**config.mk**
```make
export PLATFORM = sky130hd
export DESIGN_NAME = acrb_regbank
export DESIGN_NICKNAME = d
export VERILOG_FILES = /design/src/core/acrb_pkg.sv /design/src/core/acrb_regbank.sv /design/src/core/acrb_idle_timer.sv
export SDC_FILE = /design/constraint.sdc
export NUM_CORES = 1
export LEC_CHECK = 0
export ABC_AREA = 1
export BUFFER_PORTS_ARGS = -buffer_cell sky130_fd_sc_hd__buf_2
export CAP_MARGIN = 10
export CORE_AREA = 2 2 91 93
export CTS_CLUSTER_SIZE = 16
export DETAILED_ROUTE_END_ITERATION = 7
export DIE_AREA = 0 0 93 95
export GPL_ROUTABILITY_DRIVEN = 0
export PLACE_DENSITY_LB_ADDON = 0.08
export RECOVER_POWER = 100
export REMOVE_ABC_BUFFERS = 1
export SLEW_MARGIN = 10
export SYNTH_ARGS = -nofsm -noshare
export SYNTH_HDL_FRONTEND = slang
export SYNTH_SLANG_ARGS = --single-unit
```
**constraint.sdc**
```tcl
create_clock -name clk -period 1.43 [get_ports clk]
set_input_delay 0 -clock clk [delete_from_list [all_inputs] [get_ports clk]]
set_output_delay 0 -clock clk [all_outputs]
set_load 0.01 [all_outputs]
```
**src/core/acrb_pkg.sv**
```systemverilog
/*
 register bank constants and carriers for the converter configuration block.
 assumes a register access port driven by the spi command decoder, master clock domain.
*/
package acrb_pkg;

    // register addresses
    localparam logic [2:0] ADDR_PART_IDENT  = 3'h0;
    localparam logic [2:0] ADDR_OPTIONS     = 3'h1;
    localparam logic [2:0] ADDR_OFS_LOW     = 3'h2;
    localparam logic [2:0] ADDR_OFS_MID     = 3'h3;
    localparam logic [2:0] ADDR_OFS_HIGH    = 3'h4;
    localparam logic [2:0] ADDR_GAIN_LOW    = 3'h5;
    localparam logic [2:0] ADDR_GAIN_HIGH   = 3'h6;
    localparam logic [2:0] ADDR_PIN_MIRROR  = 3'h7;

    // converter_options field positions
    localparam int BIT_GAIN_EN      = 5;
    localparam int BIT_OFS_EN       = 4;
    localparam int BIT_TOUT_LEN     = 3;
    localparam int BIT_TOUT_EN      = 2;
    localparam int BIT_STAT_DIS     = 1;
    localparam int BIT_STAT_SEL     = 0;
    localparam logic [7:0] OPTIONS_WRITE_MASK = 8'h3f;

    // part identification fields
    localparam int REV_LSB = 3;
    localparam logic [2:0] FAMILY_CODE_DEFAULT = 3'h5; // arbitrary value
    localparam logic [4:0] REVISION_DEFAULT    = 5'h01; // arbitrary value

    // reset values
    localparam logic [7:0] RST_OPTIONS   = 8'h00;
    localparam logic [7:0] RST_OFS_BYTE  = 8'h00;
    localparam logic [7:0] RST_GAIN_LOW  = 8'h00;
    localparam logic [7:0] RST_GAIN_HIGH = 8'h80;

    // interface idle timeout in master-clock periods
    localparam int TOUT_LONG_LOG2  = 16;
    localparam int TOUT_SHORT_LOG2 = 14;
    localparam logic [16:0] TOUT_LONG_CYC  = 17'h10000;
    localparam logic [16:0] TOUT_SHORT_CYC = 17'h04000;

    // status word layout, crc-4 form
    localparam int STAT_CRC4_LSB = 4;
    localparam int STAT_RANGE_BIT = 3;

    // interface type encoding of the mirror
    localparam logic IFACE_SPI = 1'b0;

    // read/write request from the serial command decoder
    typedef struct packed {
        logic       wr;
        logic       rd;
        logic [2:0] addr;
        logic [7:0] wdata;
    } acrb_req_s;

    // hardware mode pins as mirrored
    typedef struct packed {
        logic       resolution_mode;
        logic [1:0] oversampling_ratio;
        logic [1:0] filter_type;
        logic       interface_type;
        logic       framesync_role;
    } acrb_pins_s;

    // decoded configuration for the datapath
    typedef struct packed {
        logic        gain_correction_enable;
        logic        offset_correction_enable;
        logic        idle_timeout_length;
        logic        idle_timeout_enable;
        logic        status_word_disable;
        logic        status_word_select;
        logic [23:0] offset_cal_value;
        logic [15:0] gain_cal_value;
    } acrb_cfg_s;

endpackage

```
**src/core/acrb_regbank.sv**
```systemverilog
/*
 configuration register bank of the 24-bit converter: identity, options, calibration
 values, pin mirror, status-word assembly and interface idle timeout.
 assumes the spi command decoder presents single-cycle read/write strobes on clk.
*/
`timescale 1ns/1ps
`default_nettype none
module acrb_regbank (
    input  wire logic               clk,
    input  wire logic               nrst,
    input  wire acrb_pkg::acrb_req_s req,
    output logic [7:0]              rdata,
    output logic                    rvalid,
    input  wire acrb_pkg::acrb_pins_s pins,
    input  wire logic               sclk_active,
    output logic                    iface_reset,
    input  wire logic [7:0]         crc_value,
    input  wire logic               input_out_of_range,
    output logic                    status_word_enable,
    output logic [7:0]              status_word,
    output acrb_pkg::acrb_cfg_s     cfg
);

    logic [7:0] options;
    logic [7:0] ofs_low;
    logic [7:0] ofs_mid;
    logic [7:0] ofs_high;
    logic [7:0] gain_low;
    logic [7:0] gain_high;
    logic [7:0] next_options;
    logic [7:0] next_ofs_low;
    logic [7:0] next_ofs_mid;
    logic [7:0] next_ofs_high;
    logic [7:0] next_gain_low;
    logic [7:0] next_gain_high;
    logic [7:0] next_rdata;
    logic       next_rvalid;
    logic [7:0] next_status;
    logic       spi_mode;
    logic       wr_ok;
    logic [7:0] ident;
    logic [7:0] mirror;

    // access allowed only when the pins select spi
    assign spi_mode = (pins.interface_type == acrb_pkg::IFACE_SPI);
    assign wr_ok    = req.wr && spi_mode;

    // fixed identity and live pin mirror
    assign ident  = {acrb_pkg::REVISION_DEFAULT, acrb_pkg::FAMILY_CODE_DEFAULT};
    assign mirror = {1'b0, pins.resolution_mode, pins.oversampling_ratio,
                     pins.filter_type, pins.interface_type, pins.framesync_role};

    // register write decode
    always_comb begin
        next_options   = options;
        next_ofs_low   = ofs_low;
        next_ofs_mid   = ofs_mid;
        next_ofs_high  = ofs_high;
        next_gain_low  = gain_low;
        next_gain_high = gain_high;
        if (wr_ok) begin
            if (req.addr == acrb_pkg::ADDR_OPTIONS) begin
                next_options = req.wdata & acrb_pkg::OPTIONS_WRITE_MASK;
            end else if (req.addr == acrb_pkg::ADDR_OFS_LOW) begin
                next_ofs_low = req.wdata;
            end else if (req.addr == acrb_pkg::ADDR_OFS_MID) begin
                next_ofs_mid = req.wdata;
            end else if (req.addr == acrb_pkg::ADDR_OFS_HIGH) begin
                next_ofs_high = req.wdata;
            end else if (req.addr == acrb_pkg::ADDR_GAIN_LOW) begin
                next_gain_low = req.wdata;
            end else if (req.addr == acrb_pkg::ADDR_GAIN_HIGH) begin
                next_gain_high = req.wdata;
            end
            // identity and mirror writes fall through unchanged
        end
    end

    // read decode, answered one cycle after the strobe
    always_comb begin
        next_rvalid = req.rd && spi_mode;
        next_rdata  = 8'h00;
        if (next_rvalid) begin
            if (req.addr == acrb_pkg::ADDR_PART_IDENT) begin
                next_rdata = ident;
            end else if (req.addr == acrb_pkg::ADDR_OPTIONS) begin
                next_rdata = options;
            end else if (req.addr == acrb_pkg::ADDR_OFS_LOW) begin
                next_rdata = ofs_low;
            end else if (req.addr == acrb_pkg::ADDR_OFS_MID) begin
                next_rdata = ofs_mid;
            end else if (req.addr == acrb_pkg::ADDR_OFS_HIGH) begin
                next_rdata = ofs_high;
            end else if (req.addr == acrb_pkg::ADDR_GAIN_LOW) begin
                next_rdata = gain_low;
            end else if (req.addr == acrb_pkg::ADDR_GAIN_HIGH) begin
                next_rdata = gain_high;
            end else begin
                next_rdata = mirror;
            end
        end
    end

    // status word contents
    always_comb begin
        if (options[acrb_pkg::BIT_STAT_SEL]) begin
            next_status = crc_value;
        end else begin
            next_status = {crc_value[3:0], input_out_of_range, 3'h0};
        end
    end

    // register storage
    always_ff @(posedge clk) begin
        if (!nrst) begin
            options     <= acrb_pkg::RST_OPTIONS;
            ofs_low     <= acrb_pkg::RST_OFS_BYTE;
            ofs_mid     <= acrb_pkg::RST_OFS_BYTE;
            ofs_high    <= acrb_pkg::RST_OFS_BYTE;
            gain_low    <= acrb_pkg::RST_GAIN_LOW;
            gain_high   <= acrb_pkg::RST_GAIN_HIGH;
            rdata       <= 8'h00;
            rvalid      <= 1'b0;
            status_word <= 8'h00;
        end else begin
            options     <= next_options;
            ofs_low     <= next_ofs_low;
            ofs_mid     <= next_ofs_mid;
            ofs_high    <= next_ofs_high;
            gain_low    <= next_gain_low;
            gain_high   <= next_gain_high;
            rdata       <= next_rdata;
            rvalid      <= next_rvalid;
            status_word <= next_status;
        end
    end

    // configuration handed to the datapath
    assign cfg.gain_correction_enable   = options[acrb_pkg::BIT_GAIN_EN];
    assign cfg.offset_correction_enable = options[acrb_pkg::BIT_OFS_EN];
    assign cfg.idle_timeout_length      = options[acrb_pkg::BIT_TOUT_LEN];
    assign cfg.idle_timeout_enable      = options[acrb_pkg::BIT_TOUT_EN];
    assign cfg.status_word_disable      = options[acrb_pkg::BIT_STAT_DIS];
    assign cfg.status_word_select       = options[acrb_pkg::BIT_STAT_SEL];
    assign cfg.offset_cal_value         = {ofs_high, ofs_mid, ofs_low};
    assign cfg.gain_cal_value           = {gain_high, gain_low};

    // status word only ever omitted in spi mode
    assign status_word_enable = !(options[acrb_pkg::BIT_STAT_DIS] && spi_mode);

    // idle timer resets the serial interface
    acrb_idle_timer u_idle (
        .clk         (clk),
        .nrst        (nrst),
        .enable      (options[acrb_pkg::BIT_TOUT_EN] && spi_mode),
        .short_sel   (options[acrb_pkg::BIT_TOUT_LEN]),
        .sclk_active (sclk_active),
        .expire      (iface_reset)
    );

endmodule
`default_nettype wire

```
**src/core/acrb_idle_timer.sv**
```systemverilog
/*
 serial clock idle timer: pulses when sclk stays idle for the selected length.
 assumes sclk_active is a master-clock-synchronous level marking sclk activity.
*/
`timescale 1ns/1ps
`default_nettype none
module acrb_idle_timer (
    input  wire logic clk,
    input  wire logic nrst,
    input  wire logic enable,
    input  wire logic short_sel,
    input  wire logic sclk_active,
    output logic      expire
);

    logic [16:0] count;
    logic [16:0] next_count;
    logic        next_expire;
    logic [16:0] limit;

    // count idle cycles, restart on activity or when disabled
    always_comb begin
        limit       = short_sel ? acrb_pkg::TOUT_SHORT_CYC : acrb_pkg::TOUT_LONG_CYC;
        next_count  = count;
        next_expire = 1'b0;
        if (!enable || sclk_active) begin
            next_count = 17'h00000;
        end else if (count == limit - 17'h00001) begin
            next_count  = 17'h00000;
            next_expire = 1'b1;
        end else begin
            next_count = count + 17'h00001;
        end
    end

    always_ff @(posedge clk) begin
        if (!nrst) begin
            count  <= 17'h00000;
            expire <= 1'b0;
        end else begin
            count  <= next_count;
            expire <= next_expire;
        end
    end

endmodule
`default_nettype wire

```
* Word level (Yosys, flattened, before mapping)
Cells that the tools add are included.
** Word-level totals
- Flip-flop bits (word level) :: 81
- Bits of input ports :: 32
- Output and inout port bits :: 65
- Logic and storage cells :: 59
** Operators by class
- Add/sub/neg operators :: 2
- Equality and inequality tests :: 7
- Mux-type cells :: 10
- Bitwise operators :: 8
- Reduce and logical (&&, ||, !) cells :: 19
** Operators by type and width (number)
- $mux W8 :: 7
- $add A17 B1 Y17 const B :: 1
- $eq A17 B17 Y1 :: 1
- $mux W17 :: 1
- $sub A17 B1 Y17 const B :: 1
- $eq A3 B3 Y1 const B :: 3
- $not A1 Y1 :: 8
- $reduce_and A7 Y1 :: 1
- $eq A3 B2 Y1 const B :: 2
- $reduce_and A2 Y1 :: 3
- $reduce_and A6 Y1 :: 1
- $reduce_or A3 Y1 :: 2
- $reduce_and A5 Y1 :: 1
- $logic_and A1 B1 Y1 :: 4
- $mux W4 :: 1
- $reduce_and A4 Y1 :: 1
- $eq A3 B1 Y1 const B :: 1
- $logic_not A3 Y1 :: 1
- $reduce_and A3 Y1 :: 1
- $logic_not A1 Y1 :: 2
- $reduce_or A2 Y1 :: 1
- $logic_or A1 B1 Y1 :: 1
- $mux W1 :: 1

* Depth between registers and ports, before layout
- Word-level depth :: 8
- Gate-level depth with buffers :: 10
- Depth with buffers taken out :: 9

* Cells and area by module
A second synthesis with hierarchy kept.
** Unflattened totals
- Cell total of the unflattened synthesis :: 500
- Area, all modules :: 3654.8 um^2
** By module, submodules not included
- acrb_regbank :: instances 1, cells an instance 373, area each 2725.1 um^2, sequential area each 1261.2 um^2
- acrb_idle_timer :: instances 1, cells an instance 127, area each 929.6 um^2, sequential area each 360.3 um^2

* Worst setup path after synthesis
OpenSTA, ideal clock, no wires.
- Path kind :: register to register
- Start :: register u_idle.count[0]
- End :: register u_idle.count[8]
- Library setup time :: 0.117 ns
- Data arrival time :: 1.376 ns
- Required time :: 1.313 ns
- Slack :: -0.063 ns
- Cell stages (with the launch flop) :: 10
- Path buffers :: 1
- Path through :: dfxtp_1 -> ha_1 -> nand2_1 -> nor2_2 -> nand2_1 -> nor3_2 -> nand4_2 -> nand2_2 -> buf_6 -> nor2_1
** On the way
- Word-level cells in the longest chain between the ends :: 2
- Elaborated cells between the ends (all ways) :: 3
- Classes of those cells :: add/sub: 1; eq/ne: 1; reduce/logical: 1
** RTL lines
- start: declaration :: line acrb_idle_timer.sv:16 : logic [16:0] count;
- start signal: assignment :: line acrb_idle_timer.sv:41 : count <= next_count;
- branches (longest 2 deep; another with $add A17 B1 Y17)
Several ways; the timed one is not identified.
A chain may end at the register's enable or synchronous reset.

* Worst setup path after layout
- Start :: register u_idle.count[0]
- End :: register u_idle.count[3]
The elaborated chain is that of the path after synthesis.

==> impl_metrics.env <==
export IMPL_status="complete, but fails checks"
export IMPL_violations="setup timing"
export IMPL_end_kind="register"
export IMPL_final_nets=657
export IMPL_dp_final_hpwl_um=7280
export IMPL_num_vias=3616
export IMPL_syn_area_um2=3560
export IMPL_min_from="req[5]"
export IMPL_synthAdderAreaFrac_pct=0.351
export IMPL_rows=33
export IMPL_met1_length_um=4560
export IMPL_rr_startpoint="u_idle.count[0]"
export IMPL_wl_met3_um=572
export IMPL_yosys_register_bits=81
export IMPL_drtPass1Iterations=5
export IMPL_die_x_um=93
export IMPL_io_buffers=96
export IMPL_grt_pass1_wl_um=15900
export IMPL_routed_wl_um=10300
export IMPL_final_core_util_pct=58.5
export IMPL_critical_path_class="register to register"
export IMPL_gr_total_overflow=0
export IMPL_drv_cap=0
export IMPL_fmax_mhz=666
export IMPL_ir_drop_uv=478
export IMPL_cts_sinks=81
export IMPL_skew_ns=0.00726
export IMPL_grt_max_degree=53
export IMPL_slew_viol_final=0
export IMPL_numCtsBuffers=9
export IMPL_core_um2=7930
export IMPL_die_area_um2=8840
export IMPL_rrSetupSlack_ns=-0.07
export IMPL_r2r_end="u_idle.count[3]"
export IMPL_h_tree_depth=3
export IMPL_slowest_delay_ns=0.35
export IMPL_whs_endpoint="ofs_mid[5]"
export IMPL_setup_violations=18
export IMPL_synthMuxAreaShare_pct=0
export IMPL_ant_nets=0
export IMPL_cp_max_fo=6
export IMPL_hold_depth=3
export IMPL_numPlacedInstances=699
export IMPL_period_needed_ns=1.50
export IMPL_tightest_slew_ns=0.468
export IMPL_p_leak_uw=0.00203
export IMPL_die_y_um=95
export IMPL_drtIter0Drc=178
export IMPL_yosys_area_share_xor_xnor_pct=3.20
export IMPL_finalNonFillerCells=732
export IMPL_timing_final_ws_setup_ns=-0.0708
export IMPL_post_drt_wl_per_cell_um=14.1
export IMPL_final_period_utilization_pct=105
export IMPL_rsz0062_at_grt="true"
export IMPL_yosys_warnings=0
export IMPL_timing_hold_violations_final=0
export IMPL_crit_required_ns=1.66
export IMPL_drc=0
export IMPL_synth_compound_area_share_pct=15.0
export IMPL_synth_simple_area_share_pct=27.8
export IMPL_clock_latency_ns=0.34
export IMPL_vias_per_cell=4.94
export IMPL_antenna_cells=0
export IMPL_start_util_pct=44.9
export IMPL_grt_pass1_vias=3301
export IMPL_globalRouteTotalUtil_pct=23.2
export IMPL_synthCells=487
export IMPL_drive_gt1_share_pct=18.3
export IMPL_crit_path_top_delay_cell="dfxtp_2"
export IMPL_ff2ff_path_depth=9
export IMPL_antenna_found_initial=0
export IMPL_syn_avg_cell_area_um2=7.31
export IMPL_slew_headroom_pct=68.8
export IMPL_synthDistinctLibCells=37
export IMPL_yosysSeqAreaShare_pct=45.6
export IMPL_cts_tree="built"
export IMPL_clockBufferDepth=2
export IMPL_arrival_ns=1.73
export IMPL_hp_class="input pin to register"
export IMPL_clk_pin_slew_ns=0.08
export IMPL_wl_met2_um=5000
export IMPL_ios=97
export IMPL_routed_top_layer="met4"
export IMPL_synth_top_family_by_area="simple AND/OR/NAND/NOR gates"
export IMPL_critical_path_most_common_cell="nand2_4"
export IMPL_clockRootBuffer="clkbuf_8"
export IMPL_startpoint_type="register"
export IMPL_area_growth_pct=30.4
export IMPL_power_density_nw_per_um2=965
export IMPL_crit_chain="ha_4 > nand2_4 > nor2_4 > nand2_2 > nor3_4 > nand4_2 > nand2_4 > clkbuf_16 > nor2_1"
[per-stage QoR]
| stage | cell area (µm²) | power (µW) | setup TNS (ns) | hold slack (ns) | setup slack, ns |
|---|---|---|---|---|---|
| detailed placement | 4280 | 2790 | -0.914 | 0.240 | -0.0616 |
| CTS | 4660 | 4530 | -0.144 | 0.00136 | -0.0185 |
| global placement | 4280 | 2790 | -0.108 | 0.225 | -0.0105 |
| global route | 4640 | 4660 | -2.82 | 0.00274 | -0.160 |
| finish | 4640 | 4480 | -0.749 | 0.0143 | -0.0708 |
| floorplan | 3480 | 2570 | -0.290 | 0.0937 | -0.0322 |
[layout by cell type, fill, tap and decap left out, types with 4 or more instances in the layout]
cell           instances
inv_1                 45
nand2_2                4
nand3_1               12
nor2_2                12
nand2_1               56
inv_2                  8
o21ai_0               68
dlygate4sd3_1         14
xor2_1                 6
clkbuf_8               9
clkbuf_1              67
nand2_4                4
buf_4                 22
nor2_1               113
xnor2_1                7
a21oi_1               27
nor2_4                 7
buf_2                 31
nor3_1                 4
dfxtp_1               79
[cell type report]
type | instances | area [µm²]
Inverter | 54 | 203
Tap cell | 105 | 131
Sequential cell | 81 | 1620
Multi-Input combinational cell | 340 | 1710
Clock inverter | 4 | 70.1
Timing Repair Buffer | 138 | 774
Clock buffer | 10 | 128
Fill cell | 825 | 3290
[flip-flops by register name, indices dropped and copies added, names as in the netlist]
signal	cells
status_word	8
ofs_low	8
gain_low	8
options	6
u_idle.count	17
ofs_high	8
u_idle.expire	1
rdata	8
ofs_mid	8
gain_high	8
rvalid	1
[worst max-delay path: cells and delay by family (launching register included)]
kind,cells,cell delay (ns)
simple gates,7,0.72
fa+ha+maj,1,0.15
flops,1,0.35
buf+inv,1,0.17
[report_power, final]
part	total (µW)	internal (µW)	switching [µW]	leakage, µW
clock network	1730	959	772	0.000102
registers	2330	2300	27.1	0.000657
logic	422	156	266	0.00127
total	4480	3410	1070	0.00203
[per-layer routing]
layer | vias to the layer above | GRT usage (%)
met5 | - | 0
met4 | 0 | 6.86
met3 | 17 | 3.35
met2 | 121 | 40.2
met1 | 1649 | 30.1
li1 | 1829 | -
[cells by family (layout without fill, tap and decap cells)]
group / count (synthesis) / after routing
fa+ha+maj: 1 / 1
simple gates: 222 / 222
buf+inv: 66 / 206
xor+xnor: 13 / 13
compound gates: 104 / 104
flops: 81 / 81
[synthesized netlist by cell type, drive strengths merged]
library cell | n | share of area, %
o21a | 1 | 0.21
ha | 1 | 0.35
xor2 | 6 | 1.5
o21ai | 70 | 9.8
o21bai | 2 | 0.42
nor2 | 132 | 16
o211ai | 2 | 0.42
or2 | 1 | 0.18
dfxtp | 81 | 46
nand2 | 64 | 7.5
clkbuf | 6 | 0.77
xnor2 | 7 | 1.7
nand3 | 14 | 2.2
buf | 6 | 1.5
a21oi | 27 | 3.8
and3 | 1 | 0.18
nand3b | 1 | 0.21
o22ai | 2 | 0.35
nand4 | 3 | 0.70
nor3 | 6 | 1.3
inv | 54 | 5.8
[worst max path at each step]
stage / startpoint / to / slack, ns / depth (start not counted)
finish: u_idle.count[0] / u_idle.count[3] / -0.07 / 9
global route: u_idle.count[14] / u_idle.count[3] / -0.16 / 8
CTS: u_idle.count[0] / u_idle.count[2] / -0.02 / 9
detailed placement: u_idle.count[0] / u_idle.count[9] / -0.06 / 9
global placement: u_idle.count[0] / u_idle.count[11] / -0.01 / 9
floorplan: u_idle.count[0] / u_idle.count[11] / -0.03 / 8
[repair_timing]
| action | in CTS | in global routing |
|---|---|---|
| gates resized for setup | 6 | 23 |
| gates cloned | 0 | 1 |
| endpoints found under the setup margin | 17 | 18 |
| pin swaps | 1 | 2 |
| setup buffers | 3 | 1 |
| hold endpoints to repair | 20 | 0 |
| hold buffers | 14 | 0 |
Power figures use the tool's default switching activity.
